## src/logic/iopm_regs.svh

```systemverilog
// Register offsets, field positions, reset values and pin maps of the I/O port mux
`ifndef IOPM_REGS_SVH
`define IOPM_REGS_SVH

// Register offsets in the special-function space
`define IOPM_OFF_PORT0_DATA    8'h80
`define IOPM_OFF_PORT1_DATA    8'h90
`define IOPM_OFF_PORT2_DATA    8'hA0
`define IOPM_OFF_LOC_SELECT    8'hF1
`define IOPM_OFF_ANALOG_EN     8'hF2
`define IOPM_OFF_PORT0_FSEL    8'hF3
`define IOPM_OFF_PORT1_FSEL    8'hF4
`define IOPM_OFF_PORT2_FPRI    8'hF5
`define IOPM_OFF_PORT0_DIR     8'hFD

// Reset values
`define IOPM_RST_PORT0_DATA    8'hFF
`define IOPM_RST_PORT1_DATA    8'hFF
`define IOPM_RST_PORT2_DATA    5'h1F
`define IOPM_RST_ZERO          8'h00

// Writable masks (unused bits stay zero)
`define IOPM_MASK_PORT2_DATA   8'h1F
`define IOPM_MASK_LOC_SELECT   8'h73
`define IOPM_MASK_PORT2_FPRI   8'h7F

// Field positions in the location select register
`define IOPM_LOC_TIMER_ONE     6
`define IOPM_LOC_TIMER_THREE   5
`define IOPM_LOC_TIMER_FOUR    4
`define IOPM_LOC_SERIAL_ONE    1
`define IOPM_LOC_SERIAL_ZERO   0

// Field positions in the port 2 function/priority register
`define IOPM_PRI_SERIAL_PAIR   6
`define IOPM_PRI_SER1_TMR3     5
`define IOPM_PRI_TMR1_TMR4     4
`define IOPM_PRI_SER0_TMR1     3
`define IOPM_SEL_P2_PIN4       2
`define IOPM_SEL_P2_PIN3       1
`define IOPM_SEL_P2_PIN0       0

// Flat pin index: port 0 at 0..7, port 1 at 8..15, port 2 at 16..20
`define IOPM_P1_BASE           8
`define IOPM_P2_BASE           16
`define IOPM_PIN_RADIO_BASE    12
`define IOPM_PIN_DBG_DATA      17
`define IOPM_PIN_DBG_CLOCK     18
`define IOPM_PIN_XOSC_Q1       19
`define IOPM_PIN_XOSC_Q2       20

// Pins claimed by each unit at each location, flat index
`define IOPM_MAP_SER0_ALT1     21'h00_003C
`define IOPM_MAP_SER0_ALT2     21'h00_3C00
`define IOPM_MAP_SER1_ALT1     21'h00_003C
`define IOPM_MAP_SER1_ALT2     21'h00_F000
`define IOPM_MAP_TMR1_ALT1     21'h00_001C
`define IOPM_MAP_TMR1_ALT2     21'h00_0700
`define IOPM_MAP_TMR3_ALT1     21'h00_1800
`define IOPM_MAP_TMR3_ALT2     21'h00_C000
`define IOPM_MAP_TMR4_ALT1     21'h00_0300
`define IOPM_MAP_TMR4_ALT2     21'h09_0000

`endif

```

## src/logic/iopm_pkg.sv

```systemverilog
// Types shared by the I/O port mux modules
package iopm_pkg;

    // Number of pins over all three ports
    localparam int IOPM_PINS = 21;

    // Owner of a pin after location and priority resolution
    typedef enum logic [2:0] {
        IOPM_OWN_GPIO  = 3'b000,
        IOPM_OWN_SER0  = 3'b001,
        IOPM_OWN_SER1  = 3'b010,
        IOPM_OWN_TMR1  = 3'b011,
        IOPM_OWN_TMR3  = 3'b100,
        IOPM_OWN_TMR4  = 3'b101
    } iopm_owner_t;

    // Special-function register access from the core
    typedef struct packed {
        logic [7:0] addr;    // Register offset
        logic       wr;      // Byte write strobe
        logic       rd;      // Read strobe
        logic [7:0] wdata;   // Byte write data
        logic       bit_wr;  // Single-bit write strobe
        logic [2:0] bit_idx; // Bit number for a bit write
        logic       bit_val; // Bit value for a bit write
    } iopm_sfr_req_t;

    // One unit's drive onto the flat pin vector
    typedef struct packed {
        logic [20:0] out; // Output level per pin
        logic [20:0] oe;  // Output enable per pin
    } iopm_drive_t;

    // Radio status bits, fifo in bit 0 so pin P1.4+k takes bit k
    typedef struct packed {
        logic cca;   // Channel clear
        logic frame_delimiter_status;   // Frame delimiter
        logic fifo_threshold_status; // FIFO threshold
        logic fifo;  // FIFO not empty
    } iopm_radio_t;

endpackage

```

## src/logic/iopm_pin_sync.sv

```systemverilog
// Three-stage pin input synchroniser with agreement filter
`timescale 1ns/1ps
module iopm_pin_sync #(
    parameter int W = 21
) (
    // Clock and reset
    input  wire logic         clk_i,
    input  wire logic         srst_i,
    // Raw pins and filtered levels
    input  wire logic [W-1:0] async_i,
    output logic      [W-1:0] level_o
);
    import iopm_pkg::*;

    // Refuse a width the logic cannot serve
    if (W < 1) begin : g_chk
        $error("iopm_pin_sync: W must be at least 1");
    end

    // All flops of the synchroniser
    typedef struct packed {
        logic [W-1:0] s1;     // First stage, read only by s2
        logic [W-1:0] s2;     // Second stage
        logic [W-1:0] s3;     // Third stage
        logic [W-1:0] stable; // Level accepted when s2 and s3 agree
    } iopm_sync_st_t;

    iopm_sync_st_t st;      // Current state
    iopm_sync_st_t next_st; // Next state

    // Shift and accept a bit once two late stages agree
    always_comb begin
        next_st        = st;
        next_st.s1     = async_i;
        next_st.s2     = st.s1;
        next_st.s3     = st.s2;
        next_st.stable = (st.s2 & ~(st.s2 ^ st.s3)) | (st.stable & (st.s2 ^ st.s3));
    end

    // Register the state; reset to all high like the pulled pins
    always_ff @(posedge clk_i) begin
        if (srst_i) begin
            st <= '1;
        end else begin
            st <= next_st;
        end
    end

    assign level_o = st.stable;

endmodule

```

## src/logic/iopm_pin_owner.sv

```systemverilog
// Resolves which peripheral owns each pin from locations and priorities
`timescale 1ns/1ps
`include "iopm_regs.svh"
module iopm_pin_owner (
    // Configuration
    input  wire logic [7:0]          loc_sel_i,
    input  wire logic [7:0]          fpri_i,
    // Owner of each flat pin
    output iopm_pkg::iopm_owner_t    owner_o [21]
);
    import iopm_pkg::*;

    logic [20:0] claim_ser0; // Pins wanted by serial unit zero
    logic [20:0] claim_ser1; // Pins wanted by serial unit one
    logic [20:0] claim_tmr1; // Pins wanted by timer one
    logic [20:0] claim_tmr3; // Pins wanted by timer three
    logic [20:0] claim_tmr4; // Pins wanted by timer four

    // Location bit picks alternative 1 or 2 map
    always_comb begin
        claim_ser0 = loc_sel_i[`IOPM_LOC_SERIAL_ZERO] ? `IOPM_MAP_SER0_ALT2
                                                      : `IOPM_MAP_SER0_ALT1;
        claim_ser1 = loc_sel_i[`IOPM_LOC_SERIAL_ONE] ? `IOPM_MAP_SER1_ALT2
                                                     : `IOPM_MAP_SER1_ALT1;
        claim_tmr1 = loc_sel_i[`IOPM_LOC_TIMER_ONE] ? `IOPM_MAP_TMR1_ALT2
                                                    : `IOPM_MAP_TMR1_ALT1;
        claim_tmr3 = loc_sel_i[`IOPM_LOC_TIMER_THREE] ? `IOPM_MAP_TMR3_ALT2
                                                      : `IOPM_MAP_TMR3_ALT1;
        claim_tmr4 = loc_sel_i[`IOPM_LOC_TIMER_FOUR] ? `IOPM_MAP_TMR4_ALT2
                                                     : `IOPM_MAP_TMR4_ALT1;
    end

    // Drop the loser of each documented pair, then take the first left
    always_comb begin
        logic [4:0] c; // Claims: 0 ser0, 1 ser1, 2 tmr1, 3 tmr3, 4 tmr4
        c = '0;
        for (int i = 0; i < 21; i++) begin
            c = {claim_tmr4[i], claim_tmr3[i], claim_tmr1[i], claim_ser1[i], claim_ser0[i]};
            // Only port 1 has the priority controls
            if (i >= `IOPM_P1_BASE && i < `IOPM_P2_BASE) begin
                if (c[0] && c[1]) begin
                    if (fpri_i[`IOPM_PRI_SERIAL_PAIR]) c[0] = 1'b0; else c[1] = 1'b0;
                end
                if (c[1] && c[3]) begin
                    if (fpri_i[`IOPM_PRI_SER1_TMR3]) c[1] = 1'b0; else c[3] = 1'b0;
                end
                if (c[2] && c[4]) begin
                    if (fpri_i[`IOPM_PRI_TMR1_TMR4]) c[2] = 1'b0; else c[4] = 1'b0;
                end
                if (c[0] && c[2]) begin
                    if (fpri_i[`IOPM_PRI_SER0_TMR1]) c[0] = 1'b0; else c[2] = 1'b0;
                end
            end
            // Unlisted overlaps fall to a fixed order
            if (c[0])      owner_o[i] = IOPM_OWN_SER0;
            else if (c[1]) owner_o[i] = IOPM_OWN_SER1;
            else if (c[2]) owner_o[i] = IOPM_OWN_TMR1;
            else if (c[3]) owner_o[i] = IOPM_OWN_TMR3;
            else if (c[4]) owner_o[i] = IOPM_OWN_TMR4;
            else           owner_o[i] = IOPM_OWN_GPIO;
        end
    end

endmodule

```

## src/logic/iopm_top.sv

```systemverilog
// I/O port data latches, configuration registers and pin multiplexer
`timescale 1ns/1ps
`include "iopm_regs.svh"
module iopm_top (
    // Clock and reset
    input  wire logic                  clk_i,
    input  wire logic                  srst_i,
    // Special-function register port
    input  wire iopm_pkg::iopm_sfr_req_t sfr_i,
    output logic [7:0]                 sfr_rdata_o,
    // Peripheral unit drives: 0 ser0, 1 ser1, 2 tmr1, 3 tmr3, 4 tmr4
    input  wire iopm_pkg::iopm_drive_t unit_drive_i [5],
    // Direction of ports 1 and 2 from the neighbouring direction registers
    input  wire logic [7:0]            port1_dir_i,
    input  wire logic [4:0]            port2_dir_i,
    // Crystal oscillator source select, low claims P2.3 and P2.4
    input  wire logic                  low_freq_osc_source_select_i,
    // Radio test output
    input  wire logic [3:0]            radio_test_en_i,
    input  wire iopm_pkg::iopm_radio_t radio_status_bits_i,
    // Debug interface
    input  wire logic                  dbg_active_i,
    input  wire logic                  dbg_data_out_i,
    input  wire logic                  dbg_data_oe_i,
    // Package pins, flat index
    input  wire logic [20:0]           pin_i,
    output logic [20:0]                pin_o,
    output logic [20:0]                pin_oe_o,
    output logic [20:0]                pin_analog_o,
    // Synchronised pin levels and ownership to the units
    output logic [20:0]                pin_level_o,
    output logic [20:0]                pin_periph_o
);
    import iopm_pkg::*;

    ////////////////////////////////////////////////////////////////////////////
    // State

    // Every flop of the block except those of the input synchroniser
    typedef struct packed {
        logic [7:0]  port0_data;                  // Port 0 latch
        logic [7:0]  port1_data;                  // Port 1 latch
        logic [4:0]  port2_data;                  // Port 2 latch
        logic [7:0]  peripheral_location_select;  // Unit locations
        logic [7:0]  analog_input_enable;         // Port 0 analog enables
        logic [7:0]  port0_function_select;       // Port 0 function select
        logic [7:0]  port1_function_select;       // Port 1 function select
        logic [7:0]  port2_function_priority;     // Port 2 select and priorities
        logic [7:0]  port0_direction;             // Port 0 direction
        logic [7:0]  rdata;                       // Read data holding register
        logic [20:0] pin_out;                     // Registered pin level
        logic [20:0] pin_oe;                      // Registered pin enable
        logic [20:0] pin_analog;                  // Registered analog mode
        logic [20:0] pin_periph;                  // Registered peripheral grant
    } iopm_state_t;

    iopm_state_t st;      // Current state
    iopm_state_t next_st; // Next state

    logic [20:0]  level;       // Filtered pin levels
    iopm_owner_t  owner [21];  // Resolved owner per pin
    logic [20:0]  fsel;        // Function select, flat
    logic [20:0]  gpio_dir;    // GPIO direction, flat
    logic [20:0]  gpio_data;   // GPIO latch, flat
    logic [7:0]   rd_val;      // Read value of the addressed register

    ////////////////////////////////////////////////////////////////////////////
    // Helpers

    // Pins cross from outside, so filter them first
    iopm_pin_sync #(
        .W       (21)
    ) u_sync (
        .clk_i   (clk_i),
        .srst_i  (srst_i),
        .async_i (pin_i),
        .level_o (level)
    );

    // Location and priority resolution
    iopm_pin_owner u_owner (
        .loc_sel_i (st.peripheral_location_select),
        .fpri_i    (st.port2_function_priority),
        .owner_o   (owner)
    );

    // Flatten per-port controls onto the pin index
    always_comb begin
        fsel = {st.port2_function_priority[`IOPM_SEL_P2_PIN4],
                st.port2_function_priority[`IOPM_SEL_P2_PIN3],
                2'b00,
                st.port2_function_priority[`IOPM_SEL_P2_PIN0],
                st.port1_function_select,
                st.port0_function_select};
        gpio_dir  = {port2_dir_i, port1_dir_i, st.port0_direction};
        gpio_data = {st.port2_data, st.port1_data, st.port0_data};
    end

    ////////////////////////////////////////////////////////////////////////////
    // Register read

    // Data registers read the pin for inputs and the latch for outputs
    always_comb begin
        case (sfr_i.addr)
            `IOPM_OFF_PORT0_DATA: begin
                rd_val = (st.port0_data & st.pin_oe[7:0])
                       | (level[7:0] & ~st.pin_oe[7:0]);
            end
            `IOPM_OFF_PORT1_DATA: begin
                rd_val = (st.port1_data & st.pin_oe[15:8])
                       | (level[15:8] & ~st.pin_oe[15:8]);
            end
            `IOPM_OFF_PORT2_DATA: begin
                rd_val = {3'b000, (st.port2_data & st.pin_oe[20:16])
                                | (level[20:16] & ~st.pin_oe[20:16])};
            end
            `IOPM_OFF_LOC_SELECT: rd_val = st.peripheral_location_select;
            `IOPM_OFF_ANALOG_EN:  rd_val = st.analog_input_enable;
            `IOPM_OFF_PORT0_FSEL: rd_val = st.port0_function_select;
            `IOPM_OFF_PORT1_FSEL: rd_val = st.port1_function_select;
            `IOPM_OFF_PORT2_FPRI: rd_val = st.port2_function_priority;
            `IOPM_OFF_PORT0_DIR:  rd_val = st.port0_direction;
            // Unmapped offsets answer zero
            default:              rd_val = `IOPM_RST_ZERO;
        endcase
    end

    ////////////////////////////////////////////////////////////////////////////
    // Next state

    // Register writes, then the pin multiplexer
    always_comb begin
        logic [7:0] w; // Byte write data; bit writes bypass it
        w       = '0;
        next_st = st;

        // Read data is captured on the read strobe and held
        if (sfr_i.rd) begin
            next_st.rdata = rd_val;
        end

        // Bit writes touch one latch bit, byte writes the whole register
        if (sfr_i.bit_wr) begin
            case (sfr_i.addr)
                `IOPM_OFF_PORT0_DATA: begin
                    next_st.port0_data[sfr_i.bit_idx] = sfr_i.bit_val;
                end
                `IOPM_OFF_PORT1_DATA: begin
                    next_st.port1_data[sfr_i.bit_idx] = sfr_i.bit_val;
                end
                `IOPM_OFF_PORT2_DATA: begin
                    // Bits above 4 do not exist and are dropped
                    if (sfr_i.bit_idx < 3'd5) begin
                        next_st.port2_data[sfr_i.bit_idx] = sfr_i.bit_val;
                    end
                end
                default: begin
                    w = '0;
                end
            endcase
        end else if (sfr_i.wr) begin
            w = sfr_i.wdata;
            case (sfr_i.addr)
                `IOPM_OFF_PORT0_DATA: next_st.port0_data = w;
                `IOPM_OFF_PORT1_DATA: next_st.port1_data = w;
                `IOPM_OFF_PORT2_DATA: next_st.port2_data = w[4:0];
                `IOPM_OFF_LOC_SELECT: begin
                    next_st.peripheral_location_select = w & `IOPM_MASK_LOC_SELECT;
                end
                `IOPM_OFF_ANALOG_EN:  next_st.analog_input_enable = w;
                `IOPM_OFF_PORT0_FSEL: next_st.port0_function_select = w;
                `IOPM_OFF_PORT1_FSEL: next_st.port1_function_select = w;
                `IOPM_OFF_PORT2_FPRI: begin
                    next_st.port2_function_priority = w & `IOPM_MASK_PORT2_FPRI;
                end
                `IOPM_OFF_PORT0_DIR:  next_st.port0_direction = w;
                // Unmapped writes are ignored
                default: begin
                    w = '0;
                end
            endcase
        end

        // Pin multiplexer, lowest priority first, later overrides win
        for (int i = 0; i < 21; i++) begin
            // General-purpose I/O
            next_st.pin_out[i]    = gpio_data[i];
            next_st.pin_oe[i]     = gpio_dir[i];
            next_st.pin_analog[i] = 1'b0;
            next_st.pin_periph[i] = 1'b0;
            // Peripheral function when selected and a unit owns the pin
            if (fsel[i] && owner[i] != IOPM_OWN_GPIO) begin
                next_st.pin_out[i]    = unit_drive_i[int'(owner[i]) - 1].out[i];
                next_st.pin_oe[i]     = unit_drive_i[int'(owner[i]) - 1].oe[i];
                next_st.pin_periph[i] = 1'b1;
            end
            // Analog input beats the function select on port 0
            if (i < `IOPM_P1_BASE && st.analog_input_enable[i]) begin
                next_st.pin_oe[i]     = 1'b0;
                next_st.pin_out[i]    = 1'b0;
                next_st.pin_analog[i] = 1'b1;
                next_st.pin_periph[i] = 1'b0;
            end
        end

        // Debug interface owns its two pins; data may turn around
        if (dbg_active_i) begin
            next_st.pin_out[`IOPM_PIN_DBG_DATA]    = dbg_data_out_i;
            next_st.pin_oe[`IOPM_PIN_DBG_DATA]     = dbg_data_oe_i;
            next_st.pin_out[`IOPM_PIN_DBG_CLOCK]   = 1'b0;
            next_st.pin_oe[`IOPM_PIN_DBG_CLOCK]    = 1'b0;
        end

        // Crystal claims its pins whatever the registers say
        if (!low_freq_osc_source_select_i) begin
            next_st.pin_out[`IOPM_PIN_XOSC_Q1]    = 1'b0;
            next_st.pin_oe[`IOPM_PIN_XOSC_Q1]     = 1'b0;
            next_st.pin_analog[`IOPM_PIN_XOSC_Q1] = 1'b1;
            next_st.pin_periph[`IOPM_PIN_XOSC_Q1] = 1'b0;
            next_st.pin_out[`IOPM_PIN_XOSC_Q2]    = 1'b0;
            next_st.pin_oe[`IOPM_PIN_XOSC_Q2]     = 1'b0;
            next_st.pin_analog[`IOPM_PIN_XOSC_Q2] = 1'b1;
            next_st.pin_periph[`IOPM_PIN_XOSC_Q2] = 1'b0;
        end

        // Radio test outputs sit on top of everything on P1.7..P1.4
        for (int k = 0; k < 4; k++) begin
            if (radio_test_en_i[k]) begin
                next_st.pin_out[`IOPM_PIN_RADIO_BASE + k]    = radio_status_bits_i[k];
                next_st.pin_oe[`IOPM_PIN_RADIO_BASE + k]     = 1'b1;
                next_st.pin_analog[`IOPM_PIN_RADIO_BASE + k] = 1'b0;
                next_st.pin_periph[`IOPM_PIN_RADIO_BASE + k] = 1'b0;
            end
        end
    end

    ////////////////////////////////////////////////////////////////////////////
    // Registers

    // Synchronous reset to the documented values; pins come up as inputs
    always_ff @(posedge clk_i) begin
        if (srst_i) begin
            st                            <= '0;
            st.port0_data                 <= `IOPM_RST_PORT0_DATA;
            st.port1_data                 <= `IOPM_RST_PORT1_DATA;
            st.port2_data                 <= `IOPM_RST_PORT2_DATA;
            st.peripheral_location_select <= `IOPM_RST_ZERO;
            st.analog_input_enable        <= `IOPM_RST_ZERO;
            st.port0_direction            <= `IOPM_RST_ZERO;
        end else begin
            st <= next_st;
        end
    end

    ////////////////////////////////////////////////////////////////////////////
    // Outputs, all straight from flops

    assign sfr_rdata_o  = st.rdata;
    assign pin_o        = st.pin_out;
    assign pin_oe_o     = st.pin_oe;
    assign pin_analog_o = st.pin_analog;
    assign pin_level_o  = level;
    assign pin_periph_o = st.pin_periph;

endmodule

```

## config.mk

```make
export PLATFORM = sky130hd
export DESIGN_NAME = iopm_top
export DESIGN_NICKNAME = d
export VERILOG_FILES = /design/src/logic/iopm_pkg.sv /design/src/logic/iopm_pin_sync.sv /design/src/logic/iopm_pin_owner.sv /design/src/logic/iopm_top.sv
export VERILOG_INCLUDE_DIRS = /design/src /design/src/logic
export SDC_FILE = /design/constraint.sdc
export NUM_CORES = 1
export LEC_CHECK = 0
export BUFFER_PORTS_ARGS = -buffer_cell sky130_fd_sc_hd__buf_4
export CORE_AREA = 2 2 153 155
export DETAILED_ROUTE_END_ITERATION = 8
export DIE_AREA = 0 0 155 157
export PLACE_DENSITY = 0.71
export RECOVER_POWER = 25
export SLEW_MARGIN = 20
export SYNTH_ARGS = -nofsm -noshare
export SYNTH_HDL_FRONTEND = slang
export SYNTH_SLANG_ARGS = --single-unit
```

## constraint.sdc

```tcl
create_clock -name clk_i -period 2.4 [get_ports clk_i]
set_input_delay 0.24 -clock clk_i [delete_from_list [all_inputs] [get_ports clk_i]]
set_output_delay 0.24 -clock clk_i [all_outputs]
set_load 0.05 [all_outputs]
```

; ---- Yosys cells after proc, flatten, opt, wreduce, memory -nomap -nowiden
; Index checks and enable logic that the tools add are counted.
[classes]
addsub = 19
n_lt_le_gt_ge = 22
n_eq_ne = 10
muxes = 374
bitwise = 38
reduce_logical = 95
[op_table]
columns = cell, count
row1 = $bmux W42 S3, 19
row2 = $ge A32 B4 Y1 const B, 19
row3 = $not A32 Y32, 19
row4 = $mux W3, 95
row5 = $mux W1, 188
row6 = $mux W42, 2
row7 = $mux W41, 2
row8 = $mux W38, 2
row9 = $sub A3 B1 Y4 const B, 19
row10 = $mux W37, 2
row11 = $eq A8 B8 Y1 const B, 9
row12 = $mux W36, 2
row13 = $pmux W8 S9, 1
row14 = $mux W35, 2
row15 = $mux W69, 1
row16 = $mux W34, 2
row17 = $mux W33, 2
row18 = $mux W32, 2
row19 = $mux W8, 8
row20 = $mux W31, 2
row21 = $mux W30, 2
row22 = $mux W29, 2
row23 = $reduce_bool A3 Y1, 19
row24 = $mux W28, 2
row25 = 38 further kinds, 135
[word_totals]
reg_bits = 241
input_bits = 281
output_inout_bits = 113
wordCells = 611

; ---- Logic depth before layout (Yosys ltp)
; Gate-level depths: netlist of the first run.
[depth]
depth_word = 16
depth_mapped = 7

; ---- Cells and area by module
; A second synthesis of the first run with hierarchy kept.
[hier_totals]
cells_unflattened = 1311
hier_area_um2 = 12116.6
[modules_own_cells]
columns = module, instances, cells_each, area_per_inst_um2, seq_area_each_um2
row1 = iopm_top, 1, 1002, 8971.1, 2862.7
row2 = iopm_pin_sync, 1, 242, 2668.8, 1681.6
row3 = iopm_pin_owner, 1, 67, 476.7, 0.0

; ---- Worst setup path after synthesis of the first run
; No wires, ideal clock.
[synth_timing]
path_type = input-to-reg
start = input sfr_i[15] (netlist name)
end = register st, in the netlist gpio_data[6]
setup_time_ns = 0.122
arrival_ns = 1.959
required_ns = 2.278
setup_slack_ns = 0.319
path_stages = 7
path_cell_list = or4b_4 or2_1 buf_6 nor4_4 buf_6 nand2_1 a221o_1
[synth_via]
elab_chain_len = 2
[synth_lines]
columns = item, line_no
row1 = from (decl), iopm_top.sv:9  ; input wire iopm_pkg::iopm_sfr_req_t sfr_i,
row2 = $eq A8 B8 Y1, "iopm_top.sv:144, iopm_top.sv:163"
row3 = $reduce_and A2 Y1 (no line), --
row4 = to (signal assigned), iopm_top.sv:251  ; st <= next_st;
row5 = to (decl), iopm_top.sv:57  ; iopm_state_t st;
; No other way between the ends.
; A chain may end at the register's enable or synchronous reset.

; ---- Worst setup path in the final report of the first run
[layout_timing]
start = input srst_i
end = register st, in the netlist pin_oe_o[16]
[layout_rtl]
columns = item, line_no
row1 = from (decl), iopm_top.sv:7  ; input wire logic srst_i,
; No word-level cell between the ends.

==> results of run 1 <==
## registers in the layout (all words and copies together), names as in the netlist, named ones only
register,cells
pin_periph_o,14
gpio_dir,8
u_sync.next_st,42
fsel,19
pin_oe_o,21
st,17
gpio_data,21
pin_analog_o,9
u_sync.st,21
pin_o,21
sfr_rdata_o,8
## worst reg2reg max path: stages, from the launching register on
cell	delay [ns]
dfxtp_1	0.58
a21boi_0	0.61
or2_2	0.22
mux2i_1	0.06
or3_1	0.35
a21oi_1	0.12
## path summary, 6_finish.rpt
check / cells after the start / endpoint / from
setup reg to reg: 5 / pin_oe_o[12] / st[132]
hold reg to reg: 1 / u_sync.next_st[37] / u_sync.next_st[58]
hold / removal: 3 / pin_oe_o[19] / unit_drive_i[19]
setup / recovery: 5 / pin_oe_o[16] / srst_i
## metal layers
layer,vias to the layer above,share of wire [%]
met4,0,2.1
met1,3633,44
met5,-,0
met2,308,46
met3,41,7.8
li1,3817,-
## power by group through the flow
stage | clock network [mW] | registers, mW | logic, mW
after global placement | 0 | 3.88 | 0.712
after CTS | 3.57 | 3.80 | 0.778
after global routing | 3.73 | 3.81 | 0.827
after detailed placement | 0 | 3.88 | 0.718
final | 3.50 | 3.80 | 0.780
after floorplan | 0 | 3.87 | 0.477
## what timing repair did
action / in CTS / in global routing
setup endpoints to repair: 0 / 0
hold buffers: 44 / 0
hold endpoints to repair: 42 / 0
## cells by family after synthesis
kind of cell / count (synthesis)
simple gates: 365
buf+inv: 168
flops: 222
other cells: 1
mux: 68
compound gates: 209
## cell usage in the layout, fill, tap and decap left out, types with 6 or more instances in the layout
cell	synthesis	final
and2_1	7	7
a2111oi_0	6	6
nor2_1	90	90
a211oi_1	16	16
a22o_1	8	8
dfxtp_1	222	222
nor3b_1	14	14
conb_1	1	18
o22ai_1	8	8
mux2_2	16	16
inv_1	7	7
nand2_1	111	111
dlygate4sd3_1	0	44
o21bai_1	21	21
a221o_1	21	21
a21oi_1	65	65
nor3_1	10	10
or2_2	65	65
mux2i_1	52	52
buf_4	113	253
o21ai_0	24	24
nand3_1	13	13
clkbuf_1	40	8
clkbuf_16	0	25
nand2b_1	10	10
nor2b_1	19	19
## final cells by class
| class | count | area [µm²] |
|---|---|---|
| fillers | 2042 | 10540 |
| flip-flops and latches | 222 | 4444 |
| multi-input cells | 660 | 4021 |
| repair buffers | 300 | 2369 |
| clock buffers | 37 | 720.7 |
| well taps | 285 | 356.6 |
| inverters | 7 | 26.28 |
| clock inverters | 4 | 22.52 |
==> impl_metrics.ini, run 1 <==
[worst_setup_path]
reg2reg_slack_ns = 0.36
crit_family = buffers and inverters
path_buf_inv = 4
critPathLaunchType = input port
worst-setup-path-type = in2reg
path_common_cell = dlygate4sd3_1
cp_cell_sequence = dlygate4sd3_1 -> clkbuf_1 -> buf_4 -> a21oi_1 -> dlygate4sd3_1
cp.required_ns = 2.80
cp_max_fo = 75
crit_path_end_kind = flop
max_stage_delay_ns = 0.66
slowest_stage = buf_4
arrival_ns = 2.44

[cells_and_area]
final_cells = 1515
diodes = 0
synthToLayoutAreaGrowth_pct = 26.22
drive_above_1_share_pct = 30.65
postLayoutCoreUtil_pct = 53.15
finalInstanceArea_um2 = 11960
fin_nets = 1496

[logic_synthesis]
yosysSeqAreaShare_pct = 46.90
synth_edf_count = 0
synth-simple-area-share_pct = 19.19
synth_top_family_by_area = simple AND/OR/NAND/NOR gates
synth_xor_area_share_pct = 0
synth_fa_ha_area_share_pct = 0
synth_compound_area_share_pct = 15.15
synth_top_area_share_pct = 46.90
async_reset_ff_share_pct = 0
yosysMostFrequentCell = dfxtp_1
synthMuxAreaShare_pct = 7.395
yosysUniqueCellTypes = 62
syn_inst = 1033
synth_warnings = 0
syn_avg_cell_area_um2 = 9.173
synth_common_cells = dfxtp_1 (222), buf_4 (113), nand2_1 (111)
syn_area_um2 = 9475
synth_ff_type = dfxtp_1
yosysTopAreaCell = dfxtp_1
ys_seq_elements = 222
synthTopCellsByArea = dfxtp_1 (47%), buf_4 (9.0%), mux2i_1 (5.5%), nand2_1 (4.4%), or2_2 (4.3%)

[global_route]
use_met2_pct = 37.46
antenna_found_initial = 0
grt_pass1_vias = 7345
grt.met1_usage_pct = 28.79
gr-usage-all-layers_pct = 22.21
overflow = 0
busiest_layer = met2
grt_max_degree = 89
grt_pass1_wl_um = 41660
use_met3_pct = 4.928

[clock_network]
clock_path_buffers = 3
cts_setup_buffers = 0
ctsResizeCount = 0
cts_root_buf = clkbuf_16
htreeDepth = 1
numCtsBuffers = 24
clkTransAtPathRegs_ns = 0.06
numClockSinks = 222
cts_tree = done
clkLatencyLatePin_ns = 0.51

[power_and_ir_drop]
powerDensity_nw_per_um2 = 675.5
p_sw_share_pct = 23.91
p_leak_nw = 4.921
comb_power_share_pct = 9.6
p_int_mw = 6.148
total_power_mw = 8.079
power_frac_seq_pct = 47.1
p_switching_mw = 1.931
p_clk_share_pct = 43.3
ir_drop_v = 0.0004727

[timing]
skew_ns = 0.005580
whs_ns = 0.01725
setup_viol_count_final = 0
fin_setup_tns_ns = 0
post-route-period-util_pct = 85.10
hold_violations = 0
rsz0062_at_grt = no
maxSlewViolCount = 0
slew_headroom_pct = 35.81
layout_min_cycle_time_ns = 2.042
setup_slack_ns = 0.3576
worst-slew-pin-transition_ns = 0.9629
fmax_ghz = 0.4896

[detailed_routing]
routedWlPerCell_um = 18.44
drc = 0
drt_first_pass_iters = 5
drtAntennaViolNets = 0
drt_iter0_drc = 482
drt_wl_total_um = 27930
routed_via_density = 5.148
vias = 7799

[placed_design]
port-buffer-count = 227
gp_congestion = 0.9160
dp_slack_ns = 0.1760
dp_hpwl_um = 20700
dp.cells = 1430
place_area_um2 = 10790

[status]
run_status = finished, final reports clean

[floorplanning]
coreArea_um2 = 22500
pin_count = 394
die_area_um2 = 24340
initial_core_util_pct = 42.11
fp.dieH_um = 157
placement_rows = 55
die-width_um = 155

[run]
maxCapViolCount = 0

[min_path]
hp-class = in2reg
Power figures use the tool's default switching activity.
==> run 2, diff against run 1 <==
--- a/config.mk
+++ b/config.mk
@@ -6,11 +6,12 @@
 export SDC_FILE = /design/constraint.sdc
 export NUM_CORES = 1
 export LEC_CHECK = 0
+export ABC_AREA = 1
 export BUFFER_PORTS_ARGS = -buffer_cell sky130_fd_sc_hd__buf_4
 export CORE_AREA = 2 2 153 155
 export DETAILED_ROUTE_END_ITERATION = 8
 export DIE_AREA = 0 0 155 157
-export PLACE_DENSITY = 0.71
+export PLACE_DENSITY = 0.72
 export RECOVER_POWER = 25
 export SLEW_MARGIN = 20
 export SYNTH_ARGS = -nofsm -noshare
==> impl_metrics.ini, run 2 <==
[status]
run_status = finished, final reports clean

[cells_and_area]
fin_nets = 1718
final_cells = 1741
largest_reg_flops = 42
postLayoutCoreUtil_pct = 55.27
final_common_cell = buf_4
final_cell_mix = buf_4 (238), dfxtp_1 (222), inv_1 (126)
finalInstanceArea_um2 = 12440
nFillCells = 2069
synthToLayoutAreaGrowth_pct = 28.08
drive_above_1_share_pct = 27.40
diodes = 0

[timing]
setup_viol_count_final = 0
fin_setup_tns_ns = 0
maxSlewViolCount = 0
worst-slew-pin-transition_ns = 1.104
layout_min_cycle_time_ns = 2.036
hold_violations = 0
skew_ns = 0.01158
post-route-period-util_pct = 84.84
rsz0062_at_grt = no
whs_ns = 0.01279
slew_headroom_pct = 26.33
fmax_ghz = 0.4911

[worst_setup_path]
worst-setup-path-type = reg2reg
crit_path_end_kind = flop
critPathLaunchType = flop
worstSetupStartpoint = st[133]
cp_max_fo = 6
regToRegStartpoint = st[133]
arrival_ns = 2.44
cp.required_ns = 2.80

[detailed_routing]
drc = 0
routedWlPerCell_um = 15.88
drt_wl_total_um = 27640
drt_iter0_drc = 540
drt_first_pass_iters = 7
routed_via_density = 4.883
vias = 8501
drtAntennaViolNets = 0

[power_and_ir_drop]
p_leak_nw = 5.513
powerDensity_nw_per_um2 = 697.8
ir_drop_v = 0.0005065

[global_route]
gr-usage-all-layers_pct = 21.76
grt_pass1_wl_um = 41610
grt_max_degree = 135
overflow = 0
antenna_found_initial = 0
grt_pass1_vias = 7788

[placed_design]
port-buffer-count = 233
place_area_um2 = 11030
dp.cells = 1644
gp_congestion = 0.8733
dp_hpwl_um = 20290

[clock_network]
clock_path_buffers = 3
cts_hold_buf = 51
numCtsBuffers = 25
clkLatencyLatePin_ns = 0.52
cts_root_buf = clkbuf_16
ctsResizeCount = 0
clkTransAtPathRegs_ns = 0.07
cts_setup_buffers = 0
htreeDepth = 1
cts_tree = done
numClockSinks = 222

[logic_synthesis]
synth_common_cells = dfxtp_1 (222), inv_1 (126), nand2_1 (122)
synthTopCellsByArea = dfxtp_1 (46%), buf_4 (9.0%), o21ai_0 (5.2%), inv_1 (4.9%), nand3_1 (4.8%)
yosysSeqAreaShare_pct = 45.77
ys_seq_elements = 222
syn_inst = 1240
synth_top_area_share_pct = 45.77
async_reset_ff_share_pct = 0
syn_area_um2 = 9711
yosysMostFrequentCell = dfxtp_1
syn_avg_cell_area_um2 = 7.831
yosysTopAreaCell = dfxtp_1
yosysUniqueCellTypes = 41
synth_ff_type = dfxtp_1
synth_warnings = 0
synth_edf_count = 0

[min_path]
hp-start = unit_drive_i[44]
hp-class = in2reg

[floorplanning]
initial_core_util_pct = 43.15
fp.dieH_um = 157
pin_count = 394
coreArea_um2 = 22500
placement_rows = 55
die_area_um2 = 24340
die-width_um = 155

[run]
maxCapViolCount = 0
## run 2: cell types whose count changed in the layout (fill, tap and decap cells not counted), sizes merged, moves of 28 or more
cell	change
o21ai	+111
inv	+131
nand3	+84
nor2	+37
a21oi	+28
mux2i	-50
## run 2: cell families (layout without fill, tap and decap cells)
family,after synthesis,count (layout),share of synthesized area (%)
AOI/OAI and AO/OA,258,258,14.24
DFF,222,222,45.77
adders and majority gates,14,14,1.443
other,1,18,0.03862
buffers and inverters,291,490,16.04
and+or+nand+nor,452,452,22.27
muxes,2,2,0.2062
## run 2: through the flow
step	power (mW)	setup WS [ns]
final	8.679	0.3640
after global routing	8.969	0.2402
after CTS	8.767	0.3879
after detailed placement	4.624	0.5150
after global placement	4.614	0.5508
after floorplan	4.362	1.085
## run 2: layout make-up
class                   count  area, µm²  area share [%]
repair buffers            307       2454           19.73
well taps                 285      356.6           2.867
inverters                 137      514.2           4.135
multi-input cells         744       3772           30.33
clock inverters            14      183.9           1.479
clock buffers              32      711.9           5.724
flip-flops and latches    222       4444           35.73
## run 2: path summary, 6_finish.rpt
check                                          end  depth (start not counted)  slack [ns]
worst min-delay path                   pin_oe_o[2]                          3        0.01
worst max-delay path                  pin_oe_o[14]                          8        0.36
worst min register to register  u_sync.next_st[26]                          1        0.40
worst max register to register        pin_oe_o[14]                          8        0.36
## run 2: power breakdown
| group | leakage (nW) | internal, mW | total (mW) | switching [mW] |
|---|---|---|---|---|
| Clock | 0.434 | 2.53 | 4.07 | 1.54 |
| Sequential | 1.81 | 3.77 | 3.80 | 0.0331 |
| Combinational | 3.27 | 0.340 | 0.812 | 0.473 |
| Total | 5.51 | 6.63 | 8.68 | 2.05 |
## run 2: metal layers
metal  track usage [%]  up-vias  wire length, µm
met3             5.507       59             2237
met2             35.66      316            12710
met5                 0        -                0
li1                  -     4312                -
met4             8.025        0              894
met1             27.78     3814            11800
## run 2: worst max-delay path: stages, from the launching register on
cell and delay [ns]:
dfxtp_1 0.54, inv_2 0.10, a21oi_1 0.15, buf_4 0.17, inv_1 0.08, o21ai_1 0.11, o21bai_1 0.12, a21oi_1 0.07
dlygate4sd3_1 0.57
==> run 3, diff against run 2 <==
==> constraint.sdc (replaced) <==
create_clock -name clk_i -period 1.89 [get_ports clk_i]
set_input_delay 0.189 -clock clk_i [delete_from_list [all_inputs] [get_ports clk_i]]
set_output_delay 0.189 -clock clk_i [all_outputs]
set_load 0.05 [all_outputs]
==> impl_metrics.ini, run 3 (synthesis results as in run 2) <==
[clock_network]
clkTransAtPathRegs_ns = 0.06
clkLatencyLatePin_ns = 0.51
clock_path_buffers = 3
numClockSinks = 222
cts_setup_buffers = 0
cts_root_buf = clkbuf_16
numCtsBuffers = 23
htreeDepth = 1
cts_tree = done

[timing]
layout_min_cycle_time_ns = 1.723
slew_headroom_pct = 35.01
hold_violations = 0
rsz0062_at_grt = no
skew_ns = 0.01293
worst-slew-pin-transition_ns = 0.9737
setup_viol_count_final = 0
fmax_ghz = 0.5803
fin_setup_tns_ns = 0
maxSlewViolCount = 0
post-route-period-util_pct = 91.18

[detailed_routing]
drc = 0
drt_wl_total_um = 28410
drt_iter0_drc = 652
vias = 8732
routedWlPerCell_um = 16.24
drt_first_pass_iters = 5
wl_met2_um = 13190
routed_via_density = 4.990
top_layer = met5
met3_length_um = 2232
drtAntennaViolNets = 0
m1WireLength_um = 12250

[worst_setup_path]
critPathLaunchType = flop
reg2reg_slack_ns = 0.17
crit_path_end_kind = flop
cp_max_fo = 10
arrival_ns = 2.11
crit_family = buffers and inverters
worst-setup-path-type = reg2reg
path_buf_inv = 2
cp.required_ns = 2.28
cp_cell_sequence = nand2_1 -> inv_2 -> nor2_1 -> o21ai_0 -> a31oi_1 -> dlygate4sd3_1
slowest_stage = dlygate4sd3_1
max_stage_delay_ns = 0.56
worst-r2r-cell-count = 6
r2r_end = pin_o[5]
path_depth = 6
worstSetupStartpoint = st[133]
regToRegStartpoint = st[133]

[power_and_ir_drop]
ir_drop_v = 0.0006748
p_leak_nw = 5.523
total_power_mw = 10.47
powerDensity_nw_per_um2 = 841.5

[global_route]
overflow = 0
grt_pass1_wl_um = 42830
gr-usage-all-layers_pct = 22.27
antenna_found_initial = 1
grt_max_degree = 135
grt_pass1_vias = 8144

[min_path]
whs_endpoint = pin_o[14]
hp-start = unit_drive_i[77]
min_path_cells = 3
hp-class = in2reg

[placed_design]
dp_hpwl_um = 20660
port-buffer-count = 233
gp_congestion = 0.8987

[floorplanning]
die_area_um2 = 24340
die-width_um = 155
coreArea_um2 = 22500
fp.dieH_um = 157
pin_count = 394
placement_rows = 55
initial_core_util_pct = 43.15

[cells_and_area]
multi_input_area_um2 = 3772
fin_nets = 1732
largest_reg_flops = 42
seq_area_um2 = 4447
diodes = 0
final_cell_mix = buf_4 (244), dfxtp_1 (220), inv_1 (126)
synthToLayoutAreaGrowth_pct = 28.17
drive_above_1_share_pct = 27.10
nFillCells = 2061
final_common_cell = buf_4

[run]
maxCapViolCount = 0

[status]
run_status = finished, final reports clean
==> run 3: routing by layer <==
layer	vias to the layer above	track usage [%]
met5	-	0
met4	2	6.922
met3	58	4.626
met2	341	37.16
met1	3997	29.02
li1	4334	-
==> run 3: tightest hold or removal path: stages <==
cell and delay [ns]:
buf_4 0.08, o21bai_1 0.06, a21oi_1 0.13
==> run 3: cell type report <==
type	instances	area share, %
Clock buffer	33	5.248
Clock inverter	6	0.8746
Inverter	137	4.132
Multi-Input combinational cell	744	30.31
Sequential cell	222	35.73
Tap cell	285	2.865
Timing Repair Buffer	323	20.84
==> run 3: through the flow <==
stage	cells	area, µm²	worst slack, ns	hold WS [ns]	util [%]
after floorplan	1257	9774	0.5981	0.2557	-
after global placement	1652	11090	0.1588	0.3519	49.30
after detailed placement	1652	11090	0.1102	0.3607	49.30
after CTS	1749	12440	0.04145	0.002541	55.27
after global routing	1750	12450	0.02526	0.01763	55.31
final	1750	12450	0.1668	0.007808	55.31
==> run 3: power by group <==
group / total, mW / switching, mW / internal [mW]
registers: 4.83 / 0.0441 / 4.78
logic: 1.05 / 0.613 / 0.442
clock network: 4.59 / 1.80 / 2.80
==> run 3: worst max path at each step <==
stage              endpoint
5_1_grt        pin_oe_o[19]
2_1_floorplan      pin_o[3]
6_report           pin_o[5]
4_1_cts            pin_o[5]
3_5_place_dp       fsel[11]
3_3_place_gp       fsel[12]
==> run 3: repair_timing <==
action	4_1_cts	5_1_grt
hold buffers	58	1
setup endpoints to repair	0	2
gates resized for setup	0	2
endpoints found under the hold margin	54	1
